$ cat src/rtl/exc_seq_pkg.sv
// Contract
// [RL1] Push status register, then program counter, then vector.
// [RL2] Trap pushes address after the trap.
// [RL3] Trap vector number comes from the instruction.
// [RL4] Handler entry is an immediate jump.
// [RL5] Undefined code in slot raises slot exception.
// [RL6] PC-rewriting code in slot raises slot exception.
// [RL7] Slot exception pushes the branch target.
// [RL8] Ten delayed branches open a slot.
// [RL9] Slot-illegal set adds jump_if and trap.
// [RL10] Undefined code elsewhere pushes its own address.
// [RL11] Events after delayed branch are held.
// [RL12] After control transfer defer bus/interrupt, accept FPU.
// [RL13] Eight control transfer instructions disable interrupts.
// [RL14] Stack pointer ends at saved PC, status above.
// [RL15] Software keeps stack pointer word aligned.
// [RL16] Software keeps vector base word aligned.
// [RL17] Stacking address error follows current entry.
// [RL18] Address errors ignored while stacking address error.
// [RL19] Misaligned write still issued, pointer drops four.
package exc_seq_pkg;
   localparam logic [31:0] word_step       = 32'h0000_0004;
   localparam logic [7:0]  vec_gen_illegal = 8'h04;
   localparam logic [7:0]  vec_slot_illegal = 8'h06;
   localparam logic [7:0]  vec_addr_error  = 8'h09;
   localparam logic [1:0]  fwd_addr_offset = 2'h0;

   typedef enum logic [4:0] {
      op_other                     = 5'h00,
      op_undefined                 = 5'h01,
      op_jump_absolute             = 5'h02,
      op_jump_to_subroutine        = 5'h03,
      op_relative_jump_always      = 5'h04,
      op_call_relative             = 5'h05,
      op_return_from_subroutine    = 5'h06,
      op_return_from_exception     = 5'h07,
      op_delayed_jump_if_false     = 5'h08,
      op_delayed_jump_if_true      = 5'h09,
      op_far_relative_call         = 5'h0A,
      op_far_relative_jump         = 5'h0B,
      op_jump_if_true              = 5'h0C,
      op_jump_if_false             = 5'h0D,
      op_trap                      = 5'h0E,
      op_load_control_reg          = 5'h0F,
      op_load_control_reg_from_mem = 5'h10,
      op_store_control_reg         = 5'h11,
      op_store_control_reg_to_mem  = 5'h12,
      op_load_system_reg           = 5'h13,
      op_load_system_reg_from_mem  = 5'h14,
      op_store_system_reg          = 5'h15,
      op_store_system_reg_to_mem   = 5'h16
   } op_class_t;

   typedef enum logic [2:0] {
      st_idle   = 3'h0,
      st_push_sr = 3'h1,
      st_push_pc = 3'h2,
      st_vec    = 3'h3,
      st_jump   = 3'h4
   } seq_state_t;
endpackage

$ cat src/rtl/exc_bus_if.sv
`timescale 1ns/1ps
interface exc_bus_if;
   logic        req;
   logic        we;
   logic [31:0] addr;
   logic [31:0] wdata;
   logic        done;
   logic [31:0] rdata;
   logic        addr_err;
   modport seq (output req, output we, output addr, output wdata, input done, input rdata, input addr_err);
   modport port (input req, input we, input addr, input wdata, output done, output rdata, output addr_err);
endinterface

$ cat src/rtl/exc_bus_port.sv
`timescale 1ns/1ps
module exc_bus_port (
   input  wire logic clk,
   input  wire logic rstn,
   input  wire logic ce,
   exc_bus_if.port   bi,
   output logic        mem_req,
   output logic        mem_we,
   output logic [31:0] mem_addr,
   output logic [31:0] mem_wdata,
   input  wire logic        mem_ack,
   input  wire logic [31:0] mem_rdata,
   input  wire logic        mem_addr_err
);
   logic busy;

   always_ff @(posedge clk or negedge rstn) begin
      if (!rstn) begin
         busy      <= 1'b0;
         mem_addr  <= 32'h0000_0000;
         mem_wdata <= 32'h0000_0000;
         mem_we    <= 1'b0;
      end else if (ce) begin
         if (!busy && bi.req) begin
            busy      <= 1'b1;
            mem_addr  <= bi.addr;
            mem_wdata <= bi.wdata;
            mem_we    <= bi.we;
         end else if (busy && mem_ack) begin
            busy <= 1'b0;
         end
      end
   end

   always_ff @(posedge clk or negedge rstn) begin
      if (!rstn) begin
         bi.rdata    <= 32'h0000_0000;
         bi.done     <= 1'b0;
         bi.addr_err <= 1'b0;
      end else if (ce) begin
         bi.done     <= busy && mem_ack;
         bi.addr_err <= busy && mem_ack && mem_addr_err;
         if (busy && mem_ack) begin
            bi.rdata <= mem_rdata;
         end
      end
   end

   assign mem_req = busy;
endmodule

$ cat src/rtl/instruction_exception_sequencer.sv
`timescale 1ns/1ps
module instruction_exception_sequencer (
   input  wire logic        clk,
   input  wire logic        rstn,
   input  wire logic        ce,
   input  wire logic        dec_valid,
   input  wire logic [4:0]  dec_class,
   input  wire logic [7:0]  dec_trap_vec,
   input  wire logic [31:0] dec_pc,
   input  wire logic [31:0] dec_next_pc,
   input  wire logic [31:0] branch_target,
   input  wire logic [31:0] status_register,
   input  wire logic [31:0] stack_pointer,
   input  wire logic [31:0] vector_base_register,
   input  wire logic        bus_err_req,
   input  wire logic        irq_req,
   input  wire logic [7:0]  irq_vec,
   input  wire logic        fpu_exc_req,
   input  wire logic [7:0]  fpu_vec,
   output logic        busy,
   output logic        take_bus_err,
   output logic        take_irq,
   output logic        take_fpu,
   output logic        jump_valid,
   output logic [31:0] jump_addr,
   output logic        jump_delayed,
   output logic        sp_write,
   output logic [31:0] sp_value,
   output logic        mem_req,
   output logic        mem_we,
   output logic [31:0] mem_addr,
   output logic [31:0] mem_wdata,
   input  wire logic        mem_ack,
   input  wire logic [31:0] mem_rdata,
   input  wire logic        mem_addr_err
);
   exc_bus_if bi ();

   exc_bus_port u_port (
      .clk          (clk),
      .rstn         (rstn),
      .ce           (ce),
      .bi           (bi),
      .mem_req      (mem_req),
      .mem_we       (mem_we),
      .mem_addr     (mem_addr),
      .mem_wdata    (mem_wdata),
      .mem_ack      (mem_ack),
      .mem_rdata    (mem_rdata),
      .mem_addr_err (mem_addr_err)
   );

   exc_seq_pkg::seq_state_t state;
   exc_seq_pkg::op_class_t  op;
   logic        in_slot;
   logic        after_ctl;
   logic        issued;
   logic [31:0] sp;
   logic [31:0] save_pc;
   logic [31:0] save_sr;
   logic [7:0]  vec;
   logic        in_ae;
   logic        ae_pending;
   logic        is_delayed;
   logic        is_rewrite;
   logic        is_ctl;
   logic        slot_bad;
   logic        gen_bad;
   logic        trap_go;
   logic        start;
   logic        ev_ok;
   logic        bus_ok;
   logic        fpu_ok;

   assign op = exc_seq_pkg::op_class_t'(dec_class);

   always_comb begin
      is_delayed = 1'b0;
      is_ctl     = 1'b0;
      case (op)
         exc_seq_pkg::op_jump_absolute, exc_seq_pkg::op_jump_to_subroutine,
         exc_seq_pkg::op_relative_jump_always, exc_seq_pkg::op_call_relative,
         exc_seq_pkg::op_return_from_subroutine, exc_seq_pkg::op_return_from_exception,
         exc_seq_pkg::op_delayed_jump_if_false, exc_seq_pkg::op_delayed_jump_if_true,
         exc_seq_pkg::op_far_relative_call, exc_seq_pkg::op_far_relative_jump: begin
            is_delayed = 1'b1; // [RL8]
         end
         exc_seq_pkg::op_load_control_reg, exc_seq_pkg::op_load_control_reg_from_mem,
         exc_seq_pkg::op_store_control_reg, exc_seq_pkg::op_store_control_reg_to_mem,
         exc_seq_pkg::op_load_system_reg, exc_seq_pkg::op_load_system_reg_from_mem,
         exc_seq_pkg::op_store_system_reg, exc_seq_pkg::op_store_system_reg_to_mem: begin
            is_ctl = 1'b1; // [RL13]
         end
         default: begin
            is_delayed = 1'b0;
         end
      endcase
   end

   assign is_rewrite = is_delayed || op == exc_seq_pkg::op_jump_if_true || op == exc_seq_pkg::op_jump_if_false
                       || op == exc_seq_pkg::op_trap; // [RL9]

   assign start    = dec_valid && state == exc_seq_pkg::st_idle && !ae_pending;
   assign slot_bad = start && in_slot && (op == exc_seq_pkg::op_undefined || is_rewrite); // [RL5] [RL6]
   assign gen_bad  = start && !in_slot && op == exc_seq_pkg::op_undefined; // [RL10]
   assign trap_go  = start && !in_slot && op == exc_seq_pkg::op_trap; // [RL2]

   // Asynchronous events are taken only at a decode that may accept them.
   assign ev_ok  = start && !in_slot && !slot_bad && !gen_bad && !trap_go; // [RL11]
   assign bus_ok = ev_ok && !after_ctl && bus_err_req; // [RL12]
   assign fpu_ok = ev_ok && !bus_ok && fpu_exc_req; // [RL12]

   assign take_bus_err = bus_ok;
   assign take_fpu     = fpu_ok;
   assign take_irq     = ev_ok && !after_ctl && !bus_ok && !fpu_ok && irq_req; // [RL11] [RL12]
   assign busy         = state != exc_seq_pkg::st_idle || ae_pending;

   always_ff @(posedge clk or negedge rstn) begin
      if (!rstn) begin
         in_slot   <= 1'b0;
         after_ctl <= 1'b0;
      end else if (ce && start) begin
         // An accepted event pre-empts the decoded instruction, so it opens no slot.
         in_slot   <= !in_slot && is_delayed && !slot_bad && !(take_bus_err || take_irq || take_fpu); // [RL11]
         after_ctl <= is_ctl && !(take_bus_err || take_irq || take_fpu); // [RL12]
      end
   end

   always_ff @(posedge clk or negedge rstn) begin
      if (!rstn) begin
         state      <= exc_seq_pkg::st_idle;
         issued     <= 1'b0;
         sp         <= 32'h0000_0000;
         save_pc    <= 32'h0000_0000;
         save_sr    <= 32'h0000_0000;
         vec        <= 8'h00;
         in_ae      <= 1'b0;
         ae_pending <= 1'b0;
      end else if (ce) begin
         case (state)
            exc_seq_pkg::st_idle: begin
               if (ae_pending) begin
                  ae_pending <= 1'b0; // [RL17]
                  in_ae      <= 1'b1;
                  vec        <= exc_seq_pkg::vec_addr_error;
                  save_sr    <= status_register;
                  sp         <= stack_pointer;
                  state      <= exc_seq_pkg::st_push_sr;
               end else if (slot_bad || gen_bad || trap_go || take_bus_err || take_irq || take_fpu) begin
                  in_ae   <= take_bus_err;
                  save_sr <= status_register;
                  sp      <= stack_pointer;
                  state   <= exc_seq_pkg::st_push_sr;
                  if (slot_bad) begin
                     save_pc <= branch_target; // [RL7]
                     vec     <= exc_seq_pkg::vec_slot_illegal;
                  end else if (gen_bad) begin
                     save_pc <= dec_pc; // [RL10]
                     vec     <= exc_seq_pkg::vec_gen_illegal;
                  end else if (trap_go) begin
                     save_pc <= dec_next_pc; // [RL2]
                     vec     <= dec_trap_vec; // [RL3]
                  end else begin
                     save_pc <= dec_pc;
                     vec     <= take_bus_err ? exc_seq_pkg::vec_addr_error : (take_fpu ? fpu_vec : irq_vec);
                  end
               end
            end
            exc_seq_pkg::st_push_sr, exc_seq_pkg::st_push_pc, exc_seq_pkg::st_vec: begin
               if (!issued) begin
                  issued <= 1'b1;
               end else if (bi.done) begin
                  issued <= 1'b0;
                  if (bi.addr_err && !in_ae) begin
                     ae_pending <= 1'b1; // [RL17] [RL18]
                  end
                  if (state == exc_seq_pkg::st_push_sr) begin
                     sp    <= sp - exc_seq_pkg::word_step; // [RL19]
                     state <= exc_seq_pkg::st_push_pc; // [RL1]
                  end else if (state == exc_seq_pkg::st_push_pc) begin
                     sp    <= sp - exc_seq_pkg::word_step; // [RL14]
                     state <= exc_seq_pkg::st_vec;
                  end else begin
                     save_pc <= bi.rdata;
                     state   <= exc_seq_pkg::st_jump;
                  end
               end
            end
            exc_seq_pkg::st_jump: begin
               in_ae <= 1'b0;
               state <= exc_seq_pkg::st_idle;
            end
            default: begin
               state <= exc_seq_pkg::st_idle;
            end
         endcase
      end
   end

   // Stack writes go out at the pre-decremented pointer even when misaligned.
   always_comb begin
      bi.req   = ce && !issued && (state == exc_seq_pkg::st_push_sr || state == exc_seq_pkg::st_push_pc
                 || state == exc_seq_pkg::st_vec);
      bi.we    = state != exc_seq_pkg::st_vec;
      bi.addr  = vector_base_register + {22'h000000, vec, 2'h0};
      bi.wdata = save_sr;
      if (state == exc_seq_pkg::st_push_sr) begin
         bi.addr = sp - exc_seq_pkg::word_step; // [RL19]
      end else if (state == exc_seq_pkg::st_push_pc) begin
         bi.addr  = sp - exc_seq_pkg::word_step; // [RL14]
         bi.wdata = save_pc;
      end
   end

   always_ff @(posedge clk or negedge rstn) begin
      if (!rstn) begin
         jump_valid   <= 1'b0;
         jump_addr    <= 32'h0000_0000;
         jump_delayed <= 1'b0;
         sp_write     <= 1'b0;
         sp_value     <= 32'h0000_0000;
      end else if (ce) begin
         jump_valid   <= state == exc_seq_pkg::st_jump; // [RL4]
         jump_addr    <= save_pc;
         jump_delayed <= 1'b0; // [RL4]
         sp_write     <= state == exc_seq_pkg::st_jump;
         sp_value     <= sp; // [RL14]
      end
   end
endmodule

$ cat config.mk
export PLATFORM = sky130hd
export DESIGN_NAME = instruction_exception_sequencer
export DESIGN_NICKNAME = d
export VERILOG_FILES = /design/src/rtl/exc_seq_pkg.sv /design/src/rtl/exc_bus_if.sv /design/src/rtl/exc_bus_port.sv /design/src/rtl/instruction_exception_sequencer.sv
export SDC_FILE = /design/constraint.sdc
export NUM_CORES = 1
export LEC_CHECK = 0
export CAP_MARGIN = 20
export CORE_MARGIN = 8
export CORE_UTILIZATION = 42
export DETAILED_ROUTE_END_ITERATION = 6
export DONT_BUFFER_PORTS = 1
export PLACE_DENSITY = 0.62
export SLEW_MARGIN = 10
export SYNTH_ARGS = -nofsm -noshare
export SYNTH_HDL_FRONTEND = slang
export SYNTH_SLANG_ARGS = --single-unit
$ cat constraint.sdc
create_clock -name clk -period 2.3 [get_ports clk]
set_input_delay 0 -clock clk [delete_from_list [all_inputs] [get_ports clk]]
set_output_delay 0 -clock clk [all_outputs]
set_load 0.1 [all_outputs]
==> reports/qor.csv, run 1 <==
stage,metric,value,unit
run_status,outcome,finished with violations,
run_status,violations_in_the_final_reports,"hold timing, setup timing",
clock_network,htree_num_levels,2,
global_routing,number_of_antenna_violations_at_the_first_check_in_global_routing,7,
floorplan,dieWidth,199.7,um
timing,min_period_over_period,102.7,%
logic_synthesis,ys_seq_elements,277,
clock_network,clock_sinks,277,
detailed_routing,routed_wl,54.19,mm
detailed_routing,initial_drt_pass_iterations,5,
floorplan,placementRows,67,
logic_synthesis,post_synth_inst_count,1320,
clock_network,insertion_delay_to_the_later_sink_of_the_worst_skew_pair,520,ps
cells_and_area,layout_cells_sized_above_1,34.32,%
power,sequential_group_share_of_total_power,25.6,%
detailed_routing,drt-initial-drc-count,785,
floorplan,die-area,0.03990,mm2
setup_path,critPathArrivalTime,2720,ps
logic_synthesis,syn_avg_cell_area,10.74,um2
floorplan,chipHeight,199.7,um
power,report.power.total,33.97,mW
detailed_routing,drc,0,
power,power.switching,17.65,mW
global_routing,grt_pass1_vias,13110,
timing,rsz0062_at_grt,true,
detailed_routing,drtAntennaViolNets,0,
placed_design,place.port_buffers,0,
logic_synthesis,postSynth.asyncResetShare,100.0,%
setup_path,critical_path_buf_inv_count,0,
global_routing,grt_first_pass_wirelength,76.75,mm
setup_path,worst_path_max_delay_cell,sky130_fd_sc_hd__or4_4,
logic_synthesis,mapped_area,0.01418,mm2
floorplan,core_area,0.03336,mm2
power,comb_power_share,59.4,%
placed_design,place_ws,-173.8,ps
worst_hold_path,worstHoldPathType,in -> async,
placed_design,detailed_place_hpwl,34.63,mm
logic_synthesis,synth_flop_cell,sky130_fd_sc_hd__dfrtp_1,
timing,post_route_hold_slack,-817.3,ps
setup_path,worst-path-stages,6,
timing,setup_viols_final,10,
placed_design,routabilityCongestion,0.9013,
cells_and_area,fillers,2615,
setup_path,crit_path_end_kind,register,
timing,tightest_slew,830.9,ps
setup_path,cpPeakStageDelay,530,ps
setup_path,crit_fanout,5,
timing,timing.max_slew.rel_slack,44.55,%
setup_path,crit_path_start_kind,register,
cells_and_area,post_layout_nonfiller_instances,2249,
global_routing,gr-total-overflow,0,
floorplan,initial_core_util,42.50,%
global_routing,groute.usage.overall,24.88,%
logic_synthesis,netlist-cell-type-count,74,
detailed_routing,dr_total_vias,12690,
setup_path,critical_path.top_delay_family,simple AND/OR/NAND/NOR gates,
timing,fin_worst_skew,25.32,ps
power,internal-power,16.32,mW
timing,layout_setup_ws,-61.42,ps
setup_path,crit_required,2660,ps
detailed_routing,detail_route.wl_per_cell,24.10,um
logic_synthesis,synthesis.nets,1592,
placed_design,dp.cells,1922,
clock_network,cts_tree,built,
timing,timing_hold_violations_final,277,
detailed_routing,via_per_inst,5.640,
cells_and_area,synthToLayoutAreaGrowth,46.92,%
clock_network,cts.reportedPaths.clkPinSlew,60,ps
clock_network,clock_tree_root,sky130_fd_sc_hd__clkbuf_16,
power,power.switching_fraction,51.95,%
clock_network,clock_path_buffers,3,
clock_network,cts_inserted_buffers,34,
floorplan,design.portCount,399,
logic_synthesis,synth-seq-area-share,48.88,%
timing,timing.fmax,423.5,MHz
timing,number_of_pins_exceeding_their_max_slew_limit_in_the_final_report,0,
power,power.share.clock,15.1,%
power,leakage,9.299,nW
power,p_per_area,1631,mW/mm2
flow_run,cap_violations,0,
logic_synthesis,synthesis.yosys.warnings,0,
setup_path,timing.critical_path.cells,or4_4 -> or3_4 -> or2_4 -> nor4_4 -> xnor2_2 -> o221ai_2,
global_routing,grt_start_max_net_pins,278,
setup_path,cell_count_of_the_worst_reg_to_reg_path,6,
logic_synthesis,count_of_flip_flops_with_a_built_in_enable_after_synthesis,0,
power,peakVddDrop,2.123,mV
cells_and_area,final_nets,2046,
timing,finalCriticalPeriod,2361,ps
setup_path,criticalPathCategory,reg -> reg,
## Yosys cell counts (all sizes together), types with 6 or more instances
library cell    n  area (um2)
nand2         114       427.9
a31oi           8       50.05
nor4           13       145.1
o221ai         11       115.1
xor2           17       148.9
nand3          17       85.08
ha              9       112.6
inv            62       232.7
nor2           86       330.3
or4             8       71.32
a211oi          8       60.06
a22o            6       52.55
xnor2          33       289.0
o21ai          87       435.4
a221oi         34       304.0
dfrtp         277        6932
a21oi          48       240.2
o22ai          10       62.56
buf            22       117.6
mux2          163        1836
nor3           25       141.4
nand4          10       90.08
mux2i          77       770.7
or3            12       80.08
a22oi           8       60.06
clkbuf         65       244.0
o22a           16       140.1
## stage by stage
stage / util, % / cell area (um2) / TNS [ps]
after global placement: 49.46 / 16500 / -468.7
after global routing: 62.43 / 20830 / -2075
final: 62.44 / 20830 / -251.2
after detailed placement: 49.46 / 16500 / -1687
after floorplan: - / 14260 / -1097
after CTS: 60.15 / 20070 / -497.5
## cell usage in the layout, fill, tap and decap left out, drive strengths merged, types with 13 or more instances in the layout
cell,Yosys,routed
o21ai,87,87
mux2i,77,77
nor4,13,13
o22a,16,16
xor2,17,17
nor2,86,86
dlygate4sd3,0,233
mux2,163,163
nand2,114,114
nand3,17,17
dfrtp,277,277
a221oi,34,34
a21oi,48,48
xnor2,33,33
nor3,25,25
inv,62,64
buf,22,268
clkbuf,65,50
## worst reg2reg max path, stage by stage (launching register included)
cell,delay (ps)
sky130_fd_sc_hd__dfrtp_1,390
sky130_fd_sc_hd__or4_4,530
sky130_fd_sc_hd__or3_4,440
sky130_fd_sc_hd__or2_4,300
sky130_fd_sc_hd__nor4_4,240
sky130_fd_sc_hd__xnor2_2,190
sky130_fd_sc_hd__o221ai_2,130
## power by group through the flow
stage | clock (mW) | sequential [mW] | combinational [mW]
6_report | 5.12 | 8.69 | 20.2
3_5_place_dp | 0 | 8.63 | 18.9
3_3_place_gp | 0 | 8.56 | 18.6
5_1_grt | 5.40 | 8.92 | 21.1
4_1_cts | 5.20 | 8.58 | 19.4
2_1_floorplan | 0 | 16.4 | 5.86
## flip-flops by register name, summed over array words and instances (netlist names), 3 cells and up
signal and cells:
jump_addr 32, save_pc 32, save_sr 32, sp 32, sp_value 32, u_port.bi.rdata 32, u_port.mem_addr 32, u_port.mem_wdata 32
vec 8, state 3
## worst paths after layout
path / from / end / slack, ps
min reg2reg: u_port.mem_wdata[25]$_DFFE_PN0P_ / u_port.mem_wdata[25]$_DFFE_PN0P_ / 480
max in group asynchronous: rstn / u_port.bi.rdata[4]$_DFFE_PN0P_ / 2600
min in group clk: vector_base_register[18] / u_port.mem_addr[20]$_DFFE_PN0P_ / 0
max: sp[15]$_DFFE_PN0P_ / u_port.mem_addr[23]$_DFFE_PN0P_ / -60
max reg2reg: sp[15]$_DFFE_PN0P_ / u_port.mem_addr[23]$_DFFE_PN0P_ / -60
min: rstn / sp_value[22]$_DFFE_PN0P_ / -820
## final cells by class
type                       count  area (um2)  share of cell area, %
antenna                        6       15.01                0.07207
clock inverter                11       103.9                 0.4985
clock buffer                  46       945.9                  4.541
tap                          448       560.5                  2.691
inverter                      62       232.7                  1.117
timing repair buffer         505        4713                  22.62
sequential                   277        6938                  33.30
multi-input combinational    894        7323                  35.15
## per-layer routing
metal | global-route usage, % | part of all wire [%] | routed length [um] | up-vias
met5 | 0 | 0.039 | 21 | -
met4 | 11.83 | 4.6 | 2487 | 4
met3 | 8.148 | 9.4 | 5096 | 140
met2 | 40.15 | 48 | 25790 | 634
met1 | 29.88 | 38 | 20790 | 6229
li1 | - | - | - | 5678
## cells by family after synthesis
logic type,count (synthesis),synth area share [%]
simple gates,314,11.15
fa+ha+maj,11,1.006
compound gates,278,13.27
flops,277,48.88
other cells,1,0.02645
buf+inv,149,4.191
xor+xnor,50,3.088
mux,240,18.38
## timing repair
item	in CTS	in global routing
hold endpoints to repair	515	281
setup endpoints to repair	27	117
cloned	1	5
buffers inserted	4	20
hold buffers	226	8
pin swaps	18	48
gates resized for setup	34	86
(Power assumes the default switching activity.)
==> run 2: changes to the inputs <==
PLACE_DENSITY = 0.59   (was 0.62)
clock period = 3.05 ns   (was 2.3 ns; I/O delays follow)
==> run 2 against run 1 <==
  * The flow finishes with violations (hold timing)
  * Die area unchanged
  * Non-clock buffer count decreased by 173
  * Combinational power shrank 61%
  * Maximum frequency is 19% lower
==> reports/qor.csv, run 2 (synthesis gave the netlist of run 1 again) <==
stage,metric,value,unit,change
run_status,outcome,finished with violations,,
run_status,violations_in_the_final_reports,hold timing,,
detailed_routing,dr_total_vias,11620,,-8.4%
clock_network,htree_num_levels,1,,-1
setup_path,critical_path_buf_inv_count,2,,+2
global_routing,grt_first_pass_wirelength,71.80,mm,-6.4%
timing,layout_setup_ws,135.4,ps,+196.8 ps
placed_design,routabilityCongestion,0.8649,,-4.0%
timing,min_period_over_period,95.56,%,-7.1 points
setup_path,cpPeakStageDelay,560,ps,+30 ps
timing,finalCriticalPeriod,2915,ps,+553.2 ps
setup_path,crit_fanout,8,,+3
global_routing,gr-total-overflow,0,,unchanged
floorplan,dieWidth,199.7,um,unchanged
timing,timing.fmax,343.1,MHz,-19%
floorplan,placementRows,67,,unchanged
timing,tightest_slew,984.9,ps,+154.0 ps
flow_run,cap_violations,0,,unchanged
setup_path,critPathArrivalTime,3370,ps,+650 ps
setup_path,timing.critical_path.cells,ha_1 -> inv_1 -> fa_1 -> nor2b_1 -> o31a_1 -> o31a_2 -> nand2_1 -> xor2_1 -> dlygate4sd3_1 -> o221ai_1,,
detailed_routing,detail_route.wl_per_cell,22.94,um,-4.8%
worst_hold_path,worstHoldPathType,in -> async,,
cells_and_area,fillers,2750,,+5.2%
setup_path,criticalPathCategory,reg -> reg,,
power,peakVddDrop,0.7660,mV,-64%
clock_network,clock_tree_root,sky130_fd_sc_hd__clkbuf_16,,
cells_and_area,postLayoutCoreUtil,56.43,%,-6.0 points
clock_network,clock_path_buffers,3,,unchanged
detailed_routing,drtAntennaViolNets,0,,unchanged
placed_design,place.port_buffers,0,,unchanged
global_routing,number_of_antenna_violations_at_the_first_check_in_global_routing,3,,-4
timing,timing_hold_violations_final,277,,unchanged
setup_path,worst-path-stages,10,,+4
detailed_routing,drc,0,,unchanged
floorplan,core_area,0.03336,mm2,unchanged
setup_path,crit_path_end_kind,register,,
setup_path,cell_count_of_the_worst_reg_to_reg_path,10,,+4
clock_network,cts_tree,built,,
power,p_per_area,1241,mW/mm2,-24%
timing,timing.max_slew.rel_slack,34.34,%,-10 points
timing,setup_viols_final,0,,-10
setup_path,worst_path_max_delay_cell,sky130_fd_sc_hd__dlygate4sd3_1,,
global_routing,grt_pass1_vias,12170,,-7.2%
setup_path,worstReg2RegStart,vec[0]$_DFFE_PN0P_,,
detailed_routing,drt-initial-drc-count,698,,-11%
timing,number_of_pins_exceeding_their_max_slew_limit_in_the_final_report,0,,unchanged
detailed_routing,via_per_inst,5.610,,-0.53%
setup_path,setup.reg_to_reg.worst_slack,140,ps,+200 ps
detailed_routing,routed_wl,47.51,mm,-12%
setup_path,rr_endpoint,u_port.mem_addr[30]$_DFFE_PN0P_,,
timing,rsz0062_at_grt,true,,
clock_network,insertion_delay_to_the_later_sink_of_the_worst_skew_pair,560,ps,+40 ps
global_routing,grt_start_max_net_pins,278,,unchanged
setup_path,crit_required,3510,ps,+850 ps
cells_and_area,layout_common_cells,"sky130_fd_sc_hd__dfrtp_1, sky130_fd_sc_hd__dlygate4sd3_1, sky130_fd_sc_hd__mux2_2, sky130_fd_sc_hd__nand2_1, sky130_fd_sc_hd__o21ai_0",,
clock_network,clock_sinks,277,,unchanged
placed_design,place_ws,347.2,ps,+521.0 ps
clock_network,cts.reportedPaths.clkPinSlew,60,ps,about the same
global_routing,groute.usage.overall,22.98,%,-1.9 points
setup_path,crit_path_start_kind,register,,
cells_and_area,final_common_cell,sky130_fd_sc_hd__dfrtp_1,,
setup_path,critical_path.top_delay_family,compound AO/OA/AOI/OAI gates,,
floorplan,die-area,0.03990,mm2,unchanged
power,leakage,8.210,nW,-12%
cells_and_area,synthToLayoutAreaGrowth,32.78,%,
timing,post_route_hold_slack,-849.2,ps,-31.86 ps
detailed_routing,initial_drt_pass_iterations,5,,unchanged
floorplan,design.portCount,399,,unchanged
cells_and_area,layout_cells_sized_above_1,19.94,%,-14 points
clock_network,cts_inserted_buffers,31,,-8.8%
timing,fin_worst_skew,8.685,ps,-16.63 ps
cells_and_area,final_nets,1870,,-8.6%
floorplan,chipHeight,199.7,um,unchanged
floorplan,initial_core_util,42.50,%,unchanged
placed_design,detailed_place_hpwl,31.61,mm,-8.7%
## run 2: cell count changes in the layout (fill, tap and decap cells not counted), sizes merged
cell and change:
buf -204, bufinv +4, clkbuf -10, clkinv +1, clkinvlp +1, diode -3
dlygate4sd3 +35, inv -2
## run 2: worst max-delay path by stage
stage | startpoint | end | slack, ps
after CTS | vec[7]$_DFFE_PN0P_ | u_port.mem_addr[30]$_DFFE_PN0P_ | 20
after global placement | sp[18]$_DFFE_PN0P_ | u_port.mem_addr[26]$_DFFE_PN0P_ | 360
after global routing | ce | in_slot$_DFFE_PN0P_ | -20
after detailed placement | sp[18]$_DFFE_PN0P_ | u_port.mem_addr[26]$_DFFE_PN0P_ | 350
after floorplan | state[0]$_DFFE_PN0P_ | take_irq | 2
final | vec[0]$_DFFE_PN0P_ | u_port.mem_addr[30]$_DFFE_PN0P_ | 140
## run 2: report_power, final
part | internal [mW] | switching, mW | leakage [nW]
Clock | 2.40 | 1.55 | 0.521
Sequential | 5.31 | 6.31 | 3.37
Combinational | 3.11 | 4.69 | 4.31
## run 2: layout make-up
cell class              count  area, um2  area share [%]
well taps                 448      560.5           2.977
repair buffers            332       3258           17.30
flip-flops and latches    277       6933           36.82
clock inverters            15      211.5           1.123
clock buffers              40      859.6           4.565
inverters                  62      232.7           1.236
diodes                      3      7.507         0.03987
multi-input cells         894       6765           35.93
## run 2: stage by stage
step	power, mW	cell area (um2)	cells	setup TNS [ps]
5_1_grt	24.47	18820	2069	-43.02
6_report	23.37	18830	2071	0
3_5_place_dp	18.98	14980	1739	0
2_1_floorplan	16.76	14200	1320	0
3_3_place_gp	18.82	14980	1739	0
4_1_cts	23.35	18740	2061	0
## run 2: what timing repair did
action,4_1_cts,5_1_grt
buffers inserted,0,4
hold buffers,267,2
hold endpoints to repair,520,285
gates resized for setup,0,4
endpoints found under the setup margin,0,4
## run 2: worst register-to-register path: cells and delay by family, from the launching register on
kind                       cells  cell delay [ps]
buffers and inverters          2              630
AOI/OAI and AO/OA              3              810
DFF                            1              360
xor gates and xnor gates       1              140
and+or+nand+nor                2              270
adders and majority gates      2              620
## run 2: layer usage
layer / part of all wire [%] / vias up / track usage [%]
li1: - / 5315 / -
met1: 41 / 5723 / 29.42
met2: 47 / 488 / 36.46
met3: 9.7 / 89 / 7.477
met4: 3.1 / 4 / 7.657
met5: 0.055 / - / 0
